<file path="config.mk">
export PLATFORM = sky130hd
export DESIGN_NAME = strb_trim_bank
export DESIGN_NICKNAME = d
export VERILOG_FILES = /design/src/logic/strb_pkg.sv /design/src/logic/strb_spi_port.sv /design/src/logic/strb_fuse_loader.sv /design/src/logic/strb_trim_bank.sv
export SDC_FILE = /design/constraint.sdc
export NUM_CORES = 1
export LEC_CHECK = 0
export BUFFER_PORTS_ARGS = -buffer_cell sky130_fd_sc_hd__buf_2
export CAP_MARGIN = 25
export CELL_PAD_IN_SITES_DETAIL_PLACEMENT = 1
export CELL_PAD_IN_SITES_GLOBAL_PLACEMENT = 1
export CORE_ASPECT_RATIO = 1.25
export CORE_MARGIN = 3
export CORE_UTILIZATION = 45
export CTS_BUF_LIST = sky130_fd_sc_hd__clkbuf_8 sky130_fd_sc_hd__clkbuf_16
export DETAILED_ROUTE_END_ITERATION = 12
export HOLD_SLACK_MARGIN = 0.06
export PLACE_DENSITY_LB_ADDON = 0.1
export SLEW_MARGIN = 20
export SYNTH_ARGS = -nofsm -noshare
export SYNTH_HDL_FRONTEND = slang
export SYNTH_HIERARCHICAL = 1
export SYNTH_SLANG_ARGS = --single-unit
</file>
<file path="constraint.sdc">
create_clock -name clk -period 8.4 [get_ports clk]
set_clock_uncertainty 0.05 [all_clocks]
set_input_delay 2.52 -clock clk [delete_from_list [all_inputs] [get_ports clk]]
set_output_delay 2.52 -clock clk [all_outputs]
set_load 0.02 [all_outputs]
</file>
<file path="src/logic/strb_pkg.sv">
// Constants, register map and decode for the sampling trim register bank.
// Assumes a byte-wide serial register port with fifteen-bit addresses.
package strb_pkg;

  // Serial frame layout: read flag, address, data byte
  localparam int ADDR_W = 15;
  localparam int BYTE_W = 8;
  localparam int FRAME_LEN = 24;
  localparam int ADDR_DONE = 16;
  localparam logic [4:0] FRAME_LAST = 5'h17;
  localparam logic [4:0] ADDR_LAST = 5'h0f;
  localparam int READ_FLAG_BIT = 14;

  // Register offsets
  localparam logic [14:0] ADDR_TT_A_DUAL = 15'h0310;
  localparam logic [14:0] ADDR_TT_B_DUAL = 15'h0313;
  localparam logic [14:0] ADDR_TT_A_SIN_A = 15'h0314;
  localparam logic [14:0] ADDR_TT_B_SIN_A = 15'h0315;
  localparam logic [14:0] ADDR_TT_A_SIN_B = 15'h031a;
  localparam logic [14:0] ADDR_TT_B_SIN_B = 15'h031b;
  localparam logic [14:0] ADDR_OT_A_DUAL_A = 15'h0344;
  localparam logic [14:0] ADDR_OT_A_DUAL_B = 15'h0346;

  // Storage slots, also the fuse word order
  localparam int NUM_TRIM = 8;
  localparam int IDX_W = 3;
  localparam logic [2:0] IDX_TT_A_DUAL = 3'h0;
  localparam logic [2:0] IDX_TT_B_DUAL = 3'h1;
  localparam logic [2:0] IDX_TT_A_SIN_A = 3'h2;
  localparam logic [2:0] IDX_TT_B_SIN_A = 3'h3;
  localparam logic [2:0] IDX_TT_A_SIN_B = 3'h4;
  localparam logic [2:0] IDX_TT_B_SIN_B = 3'h5;
  localparam logic [2:0] IDX_OT_A_DUAL_A = 3'h6;
  localparam logic [2:0] IDX_OT_A_DUAL_B = 3'h7;
  localparam logic [2:0] IDX_LAST = 3'h7;

  // Field widths and reset value
  localparam int WORD_W = 16;
  localparam int TIMING_W = 8;
  localparam int OFFSET_W = 12;
  localparam logic [15:0] TRIM_RESET = 16'h0000;

  typedef struct packed {
    logic hit;
    logic hi;
    logic [2:0] idx;
  } strb_decode_t;

  // Map a byte address to a slot and byte lane
  function automatic strb_decode_t strb_decode(input logic [14:0] addr);
    strb_decode_t d;
    d = '{hit: 1'b1, hi: 1'b0, idx: IDX_TT_A_DUAL};
    case (addr)
      ADDR_TT_A_DUAL: d.idx = IDX_TT_A_DUAL;
      ADDR_TT_B_DUAL: d.idx = IDX_TT_B_DUAL;
      ADDR_TT_A_SIN_A: d.idx = IDX_TT_A_SIN_A;
      ADDR_TT_B_SIN_A: d.idx = IDX_TT_B_SIN_A;
      ADDR_TT_A_SIN_B: d.idx = IDX_TT_A_SIN_B;
      ADDR_TT_B_SIN_B: d.idx = IDX_TT_B_SIN_B;
      ADDR_OT_A_DUAL_A: d.idx = IDX_OT_A_DUAL_A;
      ADDR_OT_A_DUAL_A + 15'h0001: begin
        d.idx = IDX_OT_A_DUAL_A;
        d.hi = 1'b1;
      end
      ADDR_OT_A_DUAL_B: d.idx = IDX_OT_A_DUAL_B;
      ADDR_OT_A_DUAL_B + 15'h0001: begin
        d.idx = IDX_OT_A_DUAL_B;
        d.hi = 1'b1;
      end
      default: d.hit = 1'b0;
    endcase
    return d;
  endfunction : strb_decode

endpackage : strb_pkg

</file>
<file path="src/logic/strb_spi_port.sv">
// Serial register port: three-wire frame slave sampled on the system clock.
// Assumes the serial clock is at most an eighth of clk; pins are asynchronous.
`timescale 1ns/10ps
module strb_spi_port (
  // Clock and reset
  input wire logic clk,
  input wire logic rst,
  // Serial pins
  input wire logic sclk,
  input wire logic cs_n,
  input wire logic sdi,
  output logic sdo,
  output logic sdo_oe,
  // Register side
  output logic [strb_pkg::ADDR_W-1:0] rd_addr,
  input wire logic [strb_pkg::BYTE_W-1:0] rd_data,
  output logic wr_en,
  output logic [strb_pkg::ADDR_W-1:0] wr_addr,
  output logic [strb_pkg::BYTE_W-1:0] wr_data
);
  import strb_pkg::*;

  logic [1:0] sclk_sync, cs_sync, sdi_sync;
  logic sclk_prev;
  logic [4:0] bit_cnt, next_bit_cnt;
  logic [23:0] shift_q, next_shift_q;
  logic [7:0] out_q, next_out_q;
  logic sdo_q, next_sdo_q, oe_q, next_oe_q, wr_q, next_wr_q, load_q, next_load_q;
  logic rise, fall;

  // Two-stage synchronisers for the pins
  always_ff @(posedge clk) begin
    if (rst) begin
      sclk_sync <= 2'h0;
      cs_sync <= 2'h3;
      sdi_sync <= 2'h0;
      sclk_prev <= 1'b0;
    end else begin
      sclk_sync <= {sclk_sync[0], sclk};
      cs_sync <= {cs_sync[0], cs_n};
      sdi_sync <= {sdi_sync[0], sdi};
      sclk_prev <= sclk_sync[1];
    end
  end

  assign rise = sclk_sync[1] & ~sclk_prev;
  assign fall = ~sclk_sync[1] & sclk_prev;

  // Frame engine: shift in, launch read data on falling edges
  always_comb begin
    next_bit_cnt = bit_cnt;
    next_shift_q = shift_q;
    next_out_q = out_q;
    next_sdo_q = sdo_q;
    next_oe_q = oe_q;
    next_wr_q = 1'b0;
    next_load_q = 1'b0;
    if (cs_sync[1]) begin
      next_bit_cnt = 5'h00;
      next_oe_q = 1'b0;
      next_sdo_q = 1'b0;
    end else begin
      if (rise && bit_cnt <= FRAME_LAST) begin
        next_shift_q = {shift_q[22:0], sdi_sync[1]};
        next_bit_cnt = bit_cnt + 5'h01;
        if (bit_cnt == ADDR_LAST) begin
          next_load_q = shift_q[READ_FLAG_BIT];
        end
        if (bit_cnt == FRAME_LAST && !shift_q[22]) begin
          next_wr_q = 1'b1;
        end
      end
      if (load_q) begin
        next_out_q = rd_data;
        next_oe_q = 1'b1;
      end
      if (fall && oe_q && bit_cnt <= FRAME_LAST) begin
        next_sdo_q = out_q[7];
        next_out_q = {out_q[6:0], 1'b0};
      end
    end
  end

  // Frame engine registers
  always_ff @(posedge clk) begin
    if (rst) begin
      bit_cnt <= 5'h00;
      shift_q <= 24'h000000;
      out_q <= 8'h00;
      sdo_q <= 1'b0;
      oe_q <= 1'b0;
      wr_q <= 1'b0;
      load_q <= 1'b0;
    end else begin
      bit_cnt <= next_bit_cnt;
      shift_q <= next_shift_q;
      out_q <= next_out_q;
      sdo_q <= next_sdo_q;
      oe_q <= next_oe_q;
      wr_q <= next_wr_q;
      load_q <= next_load_q;
    end
  end

  assign sdo = sdo_q;
  assign sdo_oe = oe_q;
  assign rd_addr = shift_q[14:0];
  assign wr_en = wr_q;
  assign wr_addr = shift_q[22:8];
  assign wr_data = shift_q[7:0];

endmodule : strb_spi_port

</file>
<file path="src/logic/strb_fuse_loader.sv">
// Fuse loader: reads every trim default from fuse storage after reset.
// Assumes fuse data is valid on the cycle after a read strobe.
`timescale 1ns/10ps
module strb_fuse_loader (
  // Clock and reset
  input wire logic clk,
  input wire logic rst,
  // Fuse storage
  output logic fuse_rd,
  output logic [strb_pkg::IDX_W-1:0] fuse_addr,
  input wire logic [strb_pkg::WORD_W-1:0] fuse_data,
  // Load strobe toward the bank
  output logic load_en,
  output logic [strb_pkg::IDX_W-1:0] load_idx,
  output logic [strb_pkg::WORD_W-1:0] load_data,
  output logic done
);
  import strb_pkg::*;

  typedef enum logic [1:0] {FL_READ, FL_WAIT, FL_DONE} strb_fl_state_t;
  strb_fl_state_t state, next_state;
  logic [2:0] idx, next_idx;

  // Walk the slots once, one read and one capture each
  always_comb begin
    next_state = state;
    next_idx = idx;
    case (state)
      FL_READ: next_state = FL_WAIT;
      FL_WAIT: begin
        if (idx == IDX_LAST) begin
          next_state = FL_DONE;
        end else begin
          next_idx = idx + 3'h1;
          next_state = FL_READ;
        end
      end
      FL_DONE: next_state = FL_DONE;
      default: next_state = FL_DONE;
    endcase
  end

  // Loader registers
  always_ff @(posedge clk) begin
    if (rst) begin
      state <= FL_READ;
      idx <= 3'h0;
    end else begin
      state <= next_state;
      idx <= next_idx;
    end
  end

  assign fuse_rd = (state == FL_READ);
  assign fuse_addr = idx;
  assign load_en = (state == FL_WAIT);
  assign load_idx = idx;
  assign load_data = fuse_data;
  assign done = (state == FL_DONE);

endmodule : strb_fuse_loader

</file>
<file path="src/logic/strb_trim_bank.sv">
// Trim register bank: timing and offset trims for a two-core sampling
// converter, reached over the serial register port, loaded from fuses.
// Assumes mode inputs come from logic on clk; serial pins are asynchronous.
`timescale 1ns/10ps
// Function
// - Each eight-bit timing trim moves its core's sampling instant by its stored value.
// - Only the timing trim matching the current core and mode is applied to each core.
// - Every trim defaults to a factory value that software can read back and overwrite.
// - After power-up each trim is loaded from fuse storage instead of staying zero.
// - Core B in dual mode with calibration on takes its timing trim from 0x313.
// - Core A on input A in single mode with calibration on uses the trim at 0x314.
// - Core B on input A in single mode with calibration on uses the trim at 0x315.
// - Core A on input B in single mode with calibration on uses the trim at 0x31A.
// - Core B on input B in single mode with calibration on uses the trim at 0x31B.
// - Core A on input A in dual mode with calibration on gets a twelve-bit offset trim.
// - Core A on input B in dual mode with calibration on takes its offset trim from 0x346.
module strb_trim_bank (
  // Clock and reset
  input wire logic clk,
  input wire logic rst,
  // Serial register port pins
  input wire logic spi_sclk,
  input wire logic spi_cs_n,
  input wire logic spi_sdi,
  output logic spi_sdo,
  output logic spi_sdo_oe,
  // Fuse storage
  output logic fuse_rd,
  output logic [strb_pkg::IDX_W-1:0] fuse_addr,
  input wire logic [strb_pkg::WORD_W-1:0] fuse_data,
  // Operating mode
  input wire logic dual_mode,
  input wire logic sample_input_b,
  input wire logic fg_cal_en,
  // Trims applied to the cores
  output logic [strb_pkg::TIMING_W-1:0] core_a_timing_trim,
  output logic [strb_pkg::TIMING_W-1:0] core_b_timing_trim,
  output logic core_timing_trim_valid,
  output logic [strb_pkg::OFFSET_W-1:0] core_a_offset_trim,
  output logic core_a_offset_trim_valid,
  output logic trims_loaded
);
  import strb_pkg::*;

  // Trim storage, one sixteen-bit word per slot
  logic [WORD_W-1:0] trim_q [NUM_TRIM];
  logic [WORD_W-1:0] next_trim [NUM_TRIM];

  // Port and loader wiring
  logic [ADDR_W-1:0] rd_addr;
  logic [BYTE_W-1:0] rd_data;
  logic wr_en;
  logic [ADDR_W-1:0] wr_addr;
  logic [BYTE_W-1:0] wr_data;
  logic load_en;
  logic [IDX_W-1:0] load_idx;
  logic [WORD_W-1:0] load_data;
  logic load_done;
  logic sdo_int;
  logic sdo_oe_int;
  logic fuse_rd_int;
  logic [IDX_W-1:0] fuse_addr_int;
  strb_decode_t rd_dec;
  strb_decode_t wr_dec;

  // Registered outputs
  logic [TIMING_W-1:0] ta_q, next_ta_q;
  logic [TIMING_W-1:0] tb_q, next_tb_q;
  logic tv_q, next_tv_q;
  logic [OFFSET_W-1:0] oa_q, next_oa_q;
  logic ov_q, next_ov_q;
  logic loaded_q;
  logic sdo_q;
  logic sdo_oe_q;
  logic fuse_rd_q;
  logic [IDX_W-1:0] fuse_addr_q;

  // Serial register port
  strb_spi_port u_port (
    .clk(clk),
    .rst(rst),
    .sclk(spi_sclk),
    .cs_n(spi_cs_n),
    .sdi(spi_sdi),
    .sdo(sdo_int),
    .sdo_oe(sdo_oe_int),
    .rd_addr(rd_addr),
    .rd_data(rd_data),
    .wr_en(wr_en),
    .wr_addr(wr_addr),
    .wr_data(wr_data)
  );

  // Default loader from fuse storage
  strb_fuse_loader u_loader (
    .clk(clk),
    .rst(rst),
    .fuse_rd(fuse_rd_int),
    .fuse_addr(fuse_addr_int),
    .fuse_data(fuse_data),
    .load_en(load_en),
    .load_idx(load_idx),
    .load_data(load_data),
    .done(load_done)
  );

  // Read decode; unmapped addresses read as zero
  always_comb begin
    rd_dec = strb_decode(rd_addr);
    rd_data = 8'h00;
    if (rd_dec.hit) begin
      if (rd_dec.hi) begin
        rd_data = trim_q[rd_dec.idx][15:8];
      end else begin
        rd_data = trim_q[rd_dec.idx][7:0];
      end
    end
  end

  // Storage update: fuse load first, then software writes
  always_comb begin
    wr_dec = strb_decode(wr_addr);
    for (int i = 0; i < NUM_TRIM; i++) begin
      next_trim[i] = trim_q[i];
    end
    if (load_en) begin
      next_trim[load_idx] = load_data;
    end else if (wr_en && load_done && wr_dec.hit) begin
      if (wr_dec.hi) begin
        next_trim[wr_dec.idx][15:8] = wr_data;
      end else begin
        next_trim[wr_dec.idx][7:0] = wr_data;
      end
    end
  end

  // Storage registers, cleared until the fuse load lands
  always_ff @(posedge clk) begin
    if (rst) begin
      for (int i = 0; i < NUM_TRIM; i++) begin
        trim_q[i] <= TRIM_RESET;
      end
    end else begin
      for (int i = 0; i < NUM_TRIM; i++) begin
        trim_q[i] <= next_trim[i];
      end
    end
  end

  // Trim selection by core, mode and sampled input
  always_comb begin
    next_ta_q = '0;
    next_tb_q = '0;
    next_tv_q = 1'b0;
    next_oa_q = '0;
    next_ov_q = 1'b0;
    if (fg_cal_en && load_done) begin
      next_tv_q = 1'b1;
      if (dual_mode) begin
        next_ta_q = trim_q[IDX_TT_A_DUAL][TIMING_W-1:0];
        next_tb_q = trim_q[IDX_TT_B_DUAL][TIMING_W-1:0];
        next_ov_q = 1'b1;
        if (sample_input_b) begin
          next_oa_q = trim_q[IDX_OT_A_DUAL_B][OFFSET_W-1:0];
        end else begin
          next_oa_q = trim_q[IDX_OT_A_DUAL_A][OFFSET_W-1:0];
        end
      end else if (sample_input_b) begin
        next_ta_q = trim_q[IDX_TT_A_SIN_B][TIMING_W-1:0];
        next_tb_q = trim_q[IDX_TT_B_SIN_B][TIMING_W-1:0];
      end else begin
        next_ta_q = trim_q[IDX_TT_A_SIN_A][TIMING_W-1:0];
        next_tb_q = trim_q[IDX_TT_B_SIN_A][TIMING_W-1:0];
      end
    end
  end

  // Applied trims toward the sampling delay lines
  always_ff @(posedge clk) begin
    if (rst) begin
      ta_q <= '0;
      tb_q <= '0;
      tv_q <= 1'b0;
      oa_q <= '0;
      ov_q <= 1'b0;
    end else begin
      ta_q <= next_ta_q;
      tb_q <= next_tb_q;
      tv_q <= next_tv_q;
      oa_q <= next_oa_q;
      ov_q <= next_ov_q;
    end
  end

  // Output staging so every port leaves from a flop
  always_ff @(posedge clk) begin
    if (rst) begin
      loaded_q <= 1'b0;
      sdo_q <= 1'b0;
      sdo_oe_q <= 1'b0;
      fuse_rd_q <= 1'b0;
      fuse_addr_q <= '0;
    end else begin
      loaded_q <= load_done;
      sdo_q <= sdo_int;
      sdo_oe_q <= sdo_oe_int;
      fuse_rd_q <= fuse_rd_int;
      fuse_addr_q <= fuse_addr_int;
    end
  end

  // Port drivers
  assign spi_sdo = sdo_q;
  assign spi_sdo_oe = sdo_oe_q;
  assign fuse_rd = fuse_rd_q;
  assign fuse_addr = fuse_addr_q;
  assign core_a_timing_trim = ta_q;
  assign core_b_timing_trim = tb_q;
  assign core_timing_trim_valid = tv_q;
  assign core_a_offset_trim = oa_q;
  assign core_a_offset_trim_valid = ov_q;
  assign trims_loaded = loaded_q;

endmodule : strb_trim_bank

</file>
==> results of run 1 <==
[worst max-delay path, delay by kind of cell (launching register included)]
family / cells / cell delay [ns]
buffers and inverters: 1 / 0.40
AND/OR/NAND/NOR: 3 / 1.47
multiplexers: 1 / 0.53
AO/OA/AOI/OAI: 4 / 1.22
flip-flops: 1 / 0.41
[stage by stage]
step                      instance area (sq um)  hold WS [ns]
after global placement                     9370         0.350
after global routing                       9990         0.388
final                                      9990         0.368
after floorplan                            9300         0.339
after detailed placement                   9390         0.357
after CTS                                  9970         0.377
[state kept, by name, indices dropped and copies added, names as in the netlist, 3 cells and up]
name / count
trim_q: 92
core_a_timing_trim: 8
fuse_addr: 3
u_port/shift_q: 23
core_a_offset_trim: 12
core_b_timing_trim: 8
u_loader/fuse_addr: 3
u_port/bit_cnt: 5
u_port/out_q: 8
[power groups by stage]
stage          sequential (uW)  combinational [uW]  clock, uW
2_1_floorplan              892                77.1          0
3_3_place_gp               895                99.1          0
4_1_cts                    875                 101        819
6_report                   876                 102        805
5_1_grt                    876                 110        857
3_5_place_dp               895                 101          0
[layer usage]
layer	share of wire, %	wire, microns	up-vias	global-route usage [%]
met4	3.6	1090	0	10.8
met3	5.3	1640	57	3.93
met1	44	13500	4091	37.5
met2	47	14500	287	44.7
li1	-	-	3764	-
met5	0	0	-	0
[worst min-delay path by stage]
stage / startpoint / endpoint / slack, ns
final: u_port/cs_sync[0]$_SDFF_PP1_ / u_port/cs_sync[1]$_SDFF_PP1_ / 0.37
after global routing: u_port/cs_sync[0]$_SDFF_PP1_ / u_port/cs_sync[1]$_SDFF_PP1_ / 0.39
after CTS: u_port/cs_sync[0]$_SDFF_PP1_ / u_port/cs_sync[1]$_SDFF_PP1_ / 0.38
after detailed placement: u_port/cs_sync[0]$_SDFF_PP1_ / u_port/cs_sync[1]$_SDFF_PP1_ / 0.36
after global placement: u_port/cs_sync[0]$_SDFF_PP1_ / u_port/cs_sync[1]$_SDFF_PP1_ / 0.35
after floorplan: u_port/cs_sync[0]$_SDFF_PP1_ / u_port/cs_sync[1]$_SDFF_PP1_ / 0.34
[area by class of cell]
class,instances,area (sq um),share of cell area (%)
clock buffer,18,439,4.39
clock inverter,14,148,1.48
inverter,49,184,1.84
multi-input combinational,684,4830,48.3
sequential,181,3620,36.3
tap,270,338,3.38
timing repair buffer,79,435,4.36
[cell families after synthesis]
family / count (synthesis)
buffers and inverters: 184
DFF: 181
and+or+nand+nor: 257
xor gates and xnor gates: 4
muxes: 59
adders and majority gates: 4
AOI/OAI and AO/OA: 360
[synth_stat cells, types with 7 or more instances]
library cell / number
dfxtp_1: 181
a21oi_1: 104
nor2_1: 76
nand2_1: 70
clkbuf_1: 59
a22oi_1: 56
inv_1: 47
mux2i_1: 44
a211oi_1: 40
buf_4: 39
a311oi_1: 33
o21ai_0: 25
nor3_1: 21
a22o_1: 20
nor2b_1: 20
buf_1: 19
a221oi_1: 16
nand2b_1: 9
buf_2: 8
clkbuf_2: 8
or3_1: 8
a21boi_0: 7
a311o_1: 7
a32oi_1: 7
mux4_1: 7
nand3_1: 7
o221a_2: 7
[cell usage in the layout, fill, tap and decap left out, types with 7 or more instances in the layout]
master | Yosys | routed
a311oi_1 | 33 | 33
a21oi_1 | 104 | 104
nand2_1 | 70 | 70
clkbuf_16 | 0 | 17
mux4_1 | 7 | 7
nand3_1 | 7 | 7
buf_2 | 8 | 63
a21boi_0 | 7 | 7
inv_1 | 47 | 47
a311o_1 | 7 | 7
o221a_2 | 7 | 7
nor3_1 | 21 | 21
a22oi_1 | 56 | 56
o21ai_0 | 25 | 25
a211oi_1 | 40 | 40
nor2_1 | 76 | 76
or3_1 | 8 | 8
mux2i_1 | 44 | 44
nand2b_1 | 9 | 9
dfxtp_1 | 181 | 181
nor2b_1 | 20 | 20
a221oi_1 | 16 | 16
buf_4 | 39 | 16
a22o_1 | 20 | 20
a32oi_1 | 7 | 7
==> metrics.cfg, run 1 <==
[worst_setup_path]
cp_max_fo=16
critPathKind=flop to flop
r2r_slack_ns=4.20
critPathLaunch=u_port/shift_q[10]$_SDFFE_PP0P_
r2r_cells=9
r2r_start=u_port/shift_q[10]$_SDFFE_PP0P_
cp.required_ns=8.68
end_kind=flop
cp.arrival_ns=4.48
slowest_stage=a21boi_2
reg2reg_to=u_port/out_q[3]$_SDFFE_PP0P_
cp_slowest_stage_delay_ns=0.73
crit_path_cell_trace=or4_4 -> nor2_1 -> a21boi_2 -> buf_4 -> mux4_2 -> nor3_1 -> a221oi_2 -> o22a_1 -> o221a_2
endpoint=u_port/out_q[3]$_SDFFE_PP0P_
crit_path_start_kind=flop

[timing]
slew_violations=0
rsz0062_at_grt=no
max_freq_mhz=238
hold_viol=0
timing.final.crit_share_pct=50.0
setup_slack_ns=4.20
tightest_slew_ns=0.978
fin_crit_ns=4.20
relSlewSlack_pct=34.8
finalSetupViolCount=0
finalSetupTns_ns=0

[floorplanning]
initial_core_util_pct=45.9
core_sq_mm=0.0202
die_y_microns=167
ioPinCount=61
dieArea_sq_mm=0.0224
die_w_microns=135
rows=58

[logic_synthesis]
netlist.area_leader.share_pct=39.0
synthSimpleGateAreaFrac_pct=14.0
ys_seq_area_share_pct=39.0
synth-xor-area-share_pct=0.377
ys_types=83
synth-compound-area-share_pct=28.3
async_flop_share_pct=0
yosys_warnings=6
yosys_register_bits=181
synth_edf_count=0
synth_top_family_by_area=compound AO/OA/AOI/OAI gates
synthesis.nets=1077
synth_top_cells_by_area=dfxtp_1 (39%), a21oi_1 (5.6%), mux2i_1 (4.7%), a22oi_1 (4.5%), a211oi_1 (3.2%)
synthMuxAreaShare_pct=8.45
synth_area_sq_mm=0.00930
synth_top_cell_by_area=dfxtp_1
avgSynthCellArea_sq_um=8.86
synthAdderAreaFrac_pct=0.538
ys.flop_type=dfxtp_1
syn_inst=1049

[clock_network]
clock_sinks=181
post_cts_resized=0
cts_setup_buffers=0
tritoncts=built
clk_pin_slew_worst_paths_ns=0.07
clkLatencyLatePin_ns=0.44
cts.root.buffer_cell=clkbuf_16
numCtsBuffers=17
cts_buffer_depth=2
htreeDepth=4
cts_hold_buf=0

[routing]
vias=8199
drt_wl_total_microns=30700
drc=0
wl_per_cell_microns=23.7
ant_nets=0
drt_iter0_drc=790
viasPerCell=6.33
drtPass1Iterations=6

[power_and_ir_drop]
power_frac_clock_pct=45.2
p_leak_uw=0.00331
p_switching_uw=459
comb_power_share_pct=5.7
p_total_uw=1780
pwr-share-seq_pct=49.1
intPower_uw=1320
ir_drop_uv=134
switching_share_pct=25.7
power.density_mw_per_mm2=178

[global_routing]
grt_pass1_vias=8121
grt_pass1_wl_microns=48700
track_usage_pct=27.7
grt_max_degree=74
antenna_found_initial=0
grt_overflow=0

[placed_design]
place_ws_ns=3.82
place_inst=1261
gp_congestion=0.831
portBuffers=60
place_hpwl_microns=21500

[finish]
final_util_pct=49.4
area_growth_pct=7.48
nets=1040
drive_gt1_share_pct=15.5
fin_cells=1295
antenna_cells=0
fillers=2363

[outcome]
status=complete, no violations

[min_path]
hold_depth=1
hp-class=flop to flop

[flow_run]
maxCapViolations=0

(Power assumes the default switching activity.)
==> run 2: changes to the inputs <==
--- a/config.mk
+++ b/config.mk
@@ -5,13 +5,14 @@
 export SDC_FILE = /design/constraint.sdc
 export NUM_CORES = 1
 export LEC_CHECK = 0
+export ABC_AREA = 1
 export BUFFER_PORTS_ARGS = -buffer_cell sky130_fd_sc_hd__buf_2
 export CAP_MARGIN = 25
 export CELL_PAD_IN_SITES_DETAIL_PLACEMENT = 1
 export CELL_PAD_IN_SITES_GLOBAL_PLACEMENT = 1
 export CORE_ASPECT_RATIO = 1.25
 export CORE_MARGIN = 3
-export CORE_UTILIZATION = 45
+export CORE_UTILIZATION = 43
 export CTS_BUF_LIST = sky130_fd_sc_hd__clkbuf_8 sky130_fd_sc_hd__clkbuf_16
 export DETAILED_ROUTE_END_ITERATION = 12
 export HOLD_SLACK_MARGIN = 0.06
==> constraint.sdc (replaced) <==
create_clock -name clk -period 4.4 [get_ports clk]
set_clock_uncertainty 0.05 [all_clocks]
set_input_delay 1.32 -clock clk [delete_from_list [all_inputs] [get_ports clk]]
set_output_delay 1.32 -clock clk [all_outputs]
set_load 0.02 [all_outputs]
==> metrics.cfg, run 2 <==
[outcome]
status=complete, no violations

[timing]
hold_viol=0  ; unchanged
relSlewSlack_pct=32.8  ; -2.0 points
rsz0062_at_grt=no
max_freq_mhz=307  ; +29%
slew_violations=0  ; unchanged
fin_crit_ns=3.26  ; -0.941 ns
finalSetupViolCount=0  ; unchanged
tightest_slew_ns=1.01  ; +0.0281 ns
timing.final.crit_share_pct=74.0  ; +24 points
finalSetupTns_ns=0  ; unchanged
hold_ws_ns=0.367  ; -0.00132 ns

[routing]
wl_per_cell_microns=19.9  ; -16%
drc=0  ; unchanged
ant_nets=0  ; unchanged
drt_iter0_drc=735  ; -7.0%
vias=10600  ; +29%
drtPass1Iterations=5  ; -1
drt_wl_total_microns=37200  ; +21%
viasPerCell=5.66  ; -11%

[worst_setup_path]
crit_path_cell_trace=nor2_1 -> nand2_1 -> nor2_1 -> nand2_1 -> nand3_2 -> nor2_4 -> buf_4 -> nand2_1 -> nand2_1 -> nand2_1 -> nand3_1 -> nand2_1 -> a21oi_1 -> nand2_1 -> nand2_1 -> nor2_1 -> nor2_1
cp.arrival_ns=3.59  ; -0.89 ns
r2r_start=u_port/shift_q[6]$_SDFFE_PP0P_
cp_slowest_stage_delay_ns=0.68  ; -0.05 ns
end_kind=flop
critPathLaunch=u_port/shift_q[6]$_SDFFE_PP0P_
cp_max_fo=37  ; +21
cp.required_ns=4.73  ; -3.95 ns
critPathMostFrequentCell=nand2_1
critPathKind=flop to flop
crit_path_start_kind=flop
slowest_stage=nor2_4

[floorplanning]
ioPinCount=61  ; unchanged
rows=62  ; +6.9%
die_w_microns=144  ; +7.3%
die_y_microns=179  ; +7.4%
initial_core_util_pct=44.3  ; -1.6 points
dieArea_sq_mm=0.0259  ; +15%
core_sq_mm=0.0233  ; +15%

[global_routing]
antenna_found_initial=0  ; unchanged
track_usage_pct=29.0  ; +1.3 points
grt_pass1_vias=10500  ; +29%
grt_max_degree=41  ; -45%
grt_overflow=0  ; unchanged
grt_pass1_wl_microns=58000  ; +19%

[clock_network]
clock_sinks=185  ; +2.2%
htreeDepth=4  ; unchanged
tritoncts=built
post_cts_resized=0  ; unchanged
cts_hold_buf=0  ; unchanged
cts_buffer_depth=2  ; unchanged
cts.root.buffer_cell=clkbuf_16
clk_pin_slew_worst_paths_ns=0.07  ; about the same
numCtsBuffers=17  ; unchanged
cts_setup_buffers=0  ; unchanged
clkLatencyLatePin_ns=0.44  ; about the same

[logic_synthesis]
yosys_warnings=6  ; unchanged
synth_top_cell_by_area=dfxtp_1
async_flop_share_pct=0  ; unchanged
ys_seq_area_share_pct=35.9  ; -3.0 points
syn_inst=1583  ; +51%
netlist.area_leader.share_pct=35.9  ; -3.0 points
ys_types=43  ; -48%
synthTopCellsByCount=nand2_1 (328), nor2_1 (264), dfxtp_1 (185)
synthesis.nets=1611  ; +50%
synth.most_common_cell=nand2_1
synth_area_sq_mm=0.0103  ; +11%
synth_edf_count=0  ; unchanged
avgSynthCellArea_sq_um=6.51  ; -27%
synth_top_cells_by_area=dfxtp_1 (36%), nand2_1 (12%), nor2_1 (9.6%), a21oi_1 (7.0%), nand3_1 (6.1%)
yosys_register_bits=185  ; +2.2%
ys.flop_type=dfxtp_1

[finish]
area_growth_pct=6.62
largest_register_ffs=96  ; +4.3%
fin_cells=1867  ; +44%
layout.cells.most_common=nand2_1
mostFrequentLayoutCells=nand2_1 (328), nor2_1 (263), dfxtp_1 (185), inv_1 (145), a21oi_1 (145)
fillers=3165  ; +34%
stdcell_area_sq_mm=0.0110  ; +9.9%
seqCellArea_sq_mm=0.00370  ; +2.2%
antenna_cells=0  ; unchanged
drive_gt1_share_pct=10.6  ; -4.9 points
top_register=trim_q
nets=1595  ; +53%
multi_input_area_sq_mm=0.00535  ; +11%

[placed_design]
portBuffers=60  ; unchanged
gp_congestion=0.973  ; +17%
dpl_cell_area_sq_mm=0.0104  ; +11%
place_inst=1836  ; +46%
place_hpwl_microns=27300  ; +27%

[flow_run]
maxCapViolations=0  ; unchanged

[min_path]
hold_start=u_port/sdi_sync[0]$_SDFF_PP0_
hp-class=flop to flop

[power_and_ir_drop]
ir_drop_uv=254  ; +89%
p_leak_uw=0.00453  ; +37%
power.density_mw_per_mm2=317  ; +78%

[run 2: changes by cell type in the layout (fill, tap and decap cells not counted), moves of 39 or more]
| cell | delta |
|---|---|
| nor2_1 | +187 |
| a21oi_1 | +41 |
| a211oi_1 | -39 |
| a22oi_1 | -56 |
| nand2_1 | +258 |
| o21ai_0 | +54 |
| nand3_1 | +118 |
| mux2i_1 | -44 |
| inv_1 | +98 |
[run 2: worst max-delay path: cells and delay by family, from the launching register on]
family          cells  cell delay (ns)
buf+inv             1             0.39
flops               1             0.54
compound gates      1             0.24
simple gates       15             1.94
[run 2: kinds of logic after synthesis]
family | share of synthesized area [%]
and+or+nand+nor | 33.9
AOI/OAI and AO/OA | 17.5
buffers and inverters | 12.1
DFF | 35.9
adders and majority gates | 0.486
[run 2: final timing paths]
check / to / slack, ns / cells past startpoint
setup / recovery: u_port/out_q[3]$_SDFFE_PP0P_ / 1.14 / 17
hold / removal: u_port/sdi_sync[1]$_SDFF_PP0_ / 0.37 / 2
setup reg to reg: u_port/out_q[3]$_SDFFE_PP0P_ / 1.14 / 17
hold reg to reg: u_port/sdi_sync[1]$_SDFF_PP0_ / 0.37 / 2
[run 2: layout make-up]
class,count,area share [%]
Multi-Input combinational cell,1129,48.7
Sequential cell,185,33.7
Inverter,159,5.43
Clock buffer,18,4.00
Timing Repair Buffer,75,3.76
Tap cell,288,3.28
Clock inverter,13,1.10
[run 2: stage by stage]
| stage | utilization (%) | power, uW | worst slack, ns |
|---|---|---|---|
| 6_report | 47.2 | 3480 | 1.14 |
| 5_1_grt | 47.2 | 3610 | 0.839 |
| 4_1_cts | 47.2 | 3510 | 1.21 |
| 3_5_place_dp | 44.8 | 2000 | 1.25 |
| 3_3_place_gp | 44.8 | 2000 | 1.33 |
| 2_1_floorplan | - | 1930 | 1.96 |
[run 2: report_power, final]
part           leakage, uW  internal, uW  switching, uW
clock network     0.000272           798            715
logic              0.00276          61.6            195
registers          0.00149          1690           17.5
[run 2: metal layers]
metal / share of wire (%) / routed length [microns] / GRT usage (%) / up-vias
met5: 0 / 0 / 0 / -
li1: - / - / - / 5108
met3: 5.0 / 1860 / 3.79 / 77
met1: 42 / 15800 / 36.7 / 5068
met4: 3.5 / 1300 / 10.6 / 0
met2: 49 / 18200 / 50.1 / 318
==> run 3: changes to the inputs <==
--- a/config.mk
+++ b/config.mk
@@ -12,7 +12,7 @@
 export CELL_PAD_IN_SITES_GLOBAL_PLACEMENT = 1
 export CORE_ASPECT_RATIO = 1.25
 export CORE_MARGIN = 3
-export CORE_UTILIZATION = 43
+export CORE_UTILIZATION = 39
 export CTS_BUF_LIST = sky130_fd_sc_hd__clkbuf_8 sky130_fd_sc_hd__clkbuf_16
 export DETAILED_ROUTE_END_ITERATION = 12
 export HOLD_SLACK_MARGIN = 0.06
==> constraint.sdc (replaced) <==
create_clock -name clk -period 2.9 [get_ports clk]
set_clock_uncertainty 0.05 [all_clocks]
set_input_delay 0.87 -clock clk [delete_from_list [all_inputs] [get_ports clk]]
set_output_delay 0.87 -clock clk [all_outputs]
set_load 0.02 [all_outputs]
==> metrics.cfg, run 3 (synthesis results as in run 2) <==
[clock_network]
clock_sinks=185  ; unchanged
cts_setup_buffers=0  ; unchanged
numCtsBuffers=17  ; unchanged
cts.root.buffer_cell=clkbuf_16
cts_hold_buf=0  ; unchanged
tritoncts=built
clk_pin_slew_worst_paths_ns=0.07  ; about the same
cts_buffer_depth=2  ; unchanged
htreeDepth=4  ; unchanged
clkLatencyLatePin_ns=0.45  ; about the same

[floorplanning]
core_sq_mm=0.0256  ; +10%
ioPinCount=61  ; unchanged
die_w_microns=151  ; +4.8%
initial_core_util_pct=40.2  ; -4.1 points
rows=65  ; +4.8%
die_y_microns=188  ; +4.8%
dieArea_sq_mm=0.0284  ; +9.9%

[timing]
rsz0062_at_grt=no
fin_crit_ns=2.57  ; -0.686 ns
slew_violations=0  ; unchanged
finalSetupViolCount=0  ; unchanged
relSlewSlack_pct=54.1  ; +21 points
finalSetupTns_ns=0  ; unchanged
timing.final.crit_share_pct=88.6  ; +15 points
max_freq_mhz=389  ; +27%
tightest_slew_ns=0.687  ; -0.319 ns
hold_viol=0  ; unchanged

[finish]
fillers=3490  ; +10%
drive_gt1_share_pct=12.6  ; +1.9 points
layout.cells.most_common=nand2_1
area_growth_pct=10.1
final_util_pct=44.3  ; -2.9 points
top_register=trim_q
largest_register_ffs=96  ; unchanged
seqCellArea_sq_mm=0.00371  ; +0.10%
mostFrequentLayoutCells=nand2_1 (327), nor2_1 (261), dfxtp_1 (182), inv_1 (145), a21oi_1 (145)
nets=1622  ; +1.7%
multi_input_area_sq_mm=0.00536  ; +0.23%
antenna_cells=0  ; unchanged

[routing]
drtPass1Iterations=5  ; unchanged
drt_wl_total_microns=38500  ; +3.6%
ant_nets=0  ; unchanged
vias=10700  ; +0.93%
drc=0  ; unchanged
viasPerCell=5.49  ; -3.0%
drt_iter0_drc=612  ; -17%
wl_per_cell_microns=19.8  ; -0.41%

[outcome]
status=complete, no violations

[global_routing]
grt_pass1_vias=10400  ; -0.70%
grt_max_degree=65  ; +59%
track_usage_pct=27.3  ; -1.7 points
antenna_found_initial=0  ; unchanged
grt_overflow=0  ; unchanged
grt_pass1_wl_microns=60300  ; +4.0%

[power_and_ir_drop]
ir_drop_uv=375  ; +48%
power.density_mw_per_mm2=461  ; +46%
p_leak_uw=0.00469  ; +3.6%

[placed_design]
gp_congestion=0.887  ; -8.9%
place_hpwl_microns=28900  ; +5.6%
portBuffers=60  ; unchanged

[worst_setup_path]
cp_max_fo=32  ; -14%
end_kind=flop
cp.required_ns=3.19  ; -1.54 ns
critPathKind=flop to flop
crit_path_start_kind=flop
cp.arrival_ns=2.86  ; -0.73 ns

[min_path]
hp-class=flop to flop

[flow_run]
maxCapViolations=0  ; unchanged

run 3: cell types whose count changed in the layout (fill, tap and decap cells not counted), sizes merged:
cell,previous run,this run
clkbuf,18,17
clkinv,6,3
buf,75,102
clkinvlp,3,5
inv,162,166
bufinv,1,0
run 3: metrics by stage:
step           area [sq um]  hold slack, ns  setup WS [ns]  cells  power (uW)
4_1_cts               11300           0.365          0.131   1942        5280
2_1_floorplan         10300           0.338          0.897   1583        2930
3_5_place_dp          10800           0.355          0.148   1910        3040
3_3_place_gp          10800           0.341          0.228   1910        3040
6_report              11300           0.359          0.331   1942        5230
5_1_grt               11300           0.373         0.0417   1942        5430
run 3: worst max-delay path: stages (launching register included):
cell	delay, ns
dfxtp_1	0.31
inv_1	0.05
nand2_1	0.05
nor3_2	0.22
nand2_4	0.14
inv_2	0.23
nand4_2	0.32
nand4_2	0.23
nand2_4	0.15
nand2_2	0.12
buf_12	0.20
nand3_1	0.18
nand2_1	0.12
nor2_1	0.05
run 3: what timing repair did:
action                                  4_1_cts  5_1_grt
endpoints found under the setup margin        0        7
gates resized for setup                       0        7
hold endpoints to repair                      0        0
run 3: per-layer routing:
layer	routed length, microns	global-route usage (%)	vias up
li1	-	-	5181
met1	17600	37.9	5153
met2	18300	44.3	278
met3	1610	3.17	57
met4	910	8.23	0
met5	0	0	-
run 3: worst paths after layout:
check | start | end | slack, ns | cells past startpoint
min reg2reg | u_port/sclk_sync[0]$_SDFF_PP0_ | u_port/sclk_sync[1]$_SDFF_PP0_ | 0.36 | 2
max | u_port/shift_q[18]$_SDFFE_PP0P_ | trim_q[6][11]$_SDFFE_PP0P_ | 0.33 | 13
min | u_port/sclk_sync[0]$_SDFF_PP0_ | u_port/sclk_sync[1]$_SDFF_PP0_ | 0.36 | 2
max reg2reg | u_port/shift_q[18]$_SDFFE_PP0P_ | trim_q[6][11]$_SDFFE_PP0P_ | 0.33 | 13
run 3: area by class of cell:
cell class                      instances  area share (%)
Multi-Input combinational cell       1129            47.3
Sequential cell                       185            32.7
Timing Repair Buffer                  102            6.31
Inverter                              159            5.26
Clock buffer                           17            3.75
Tap cell                              335            3.70
Clock inverter                         15            1.01
run 3: where the power goes:
| part | total (uW) | internal (uW) | leakage, uW | switching, uW |
|---|---|---|---|---|
| Clock | 2240 | 1110 | 0.000257 | 1130 |
| Sequential | 2600 | 2570 | 0.00150 | 27.4 |
| Combinational | 391 | 99.8 | 0.00294 | 292 |
| Total | 5230 | 3780 | 0.00469 | 1450 |
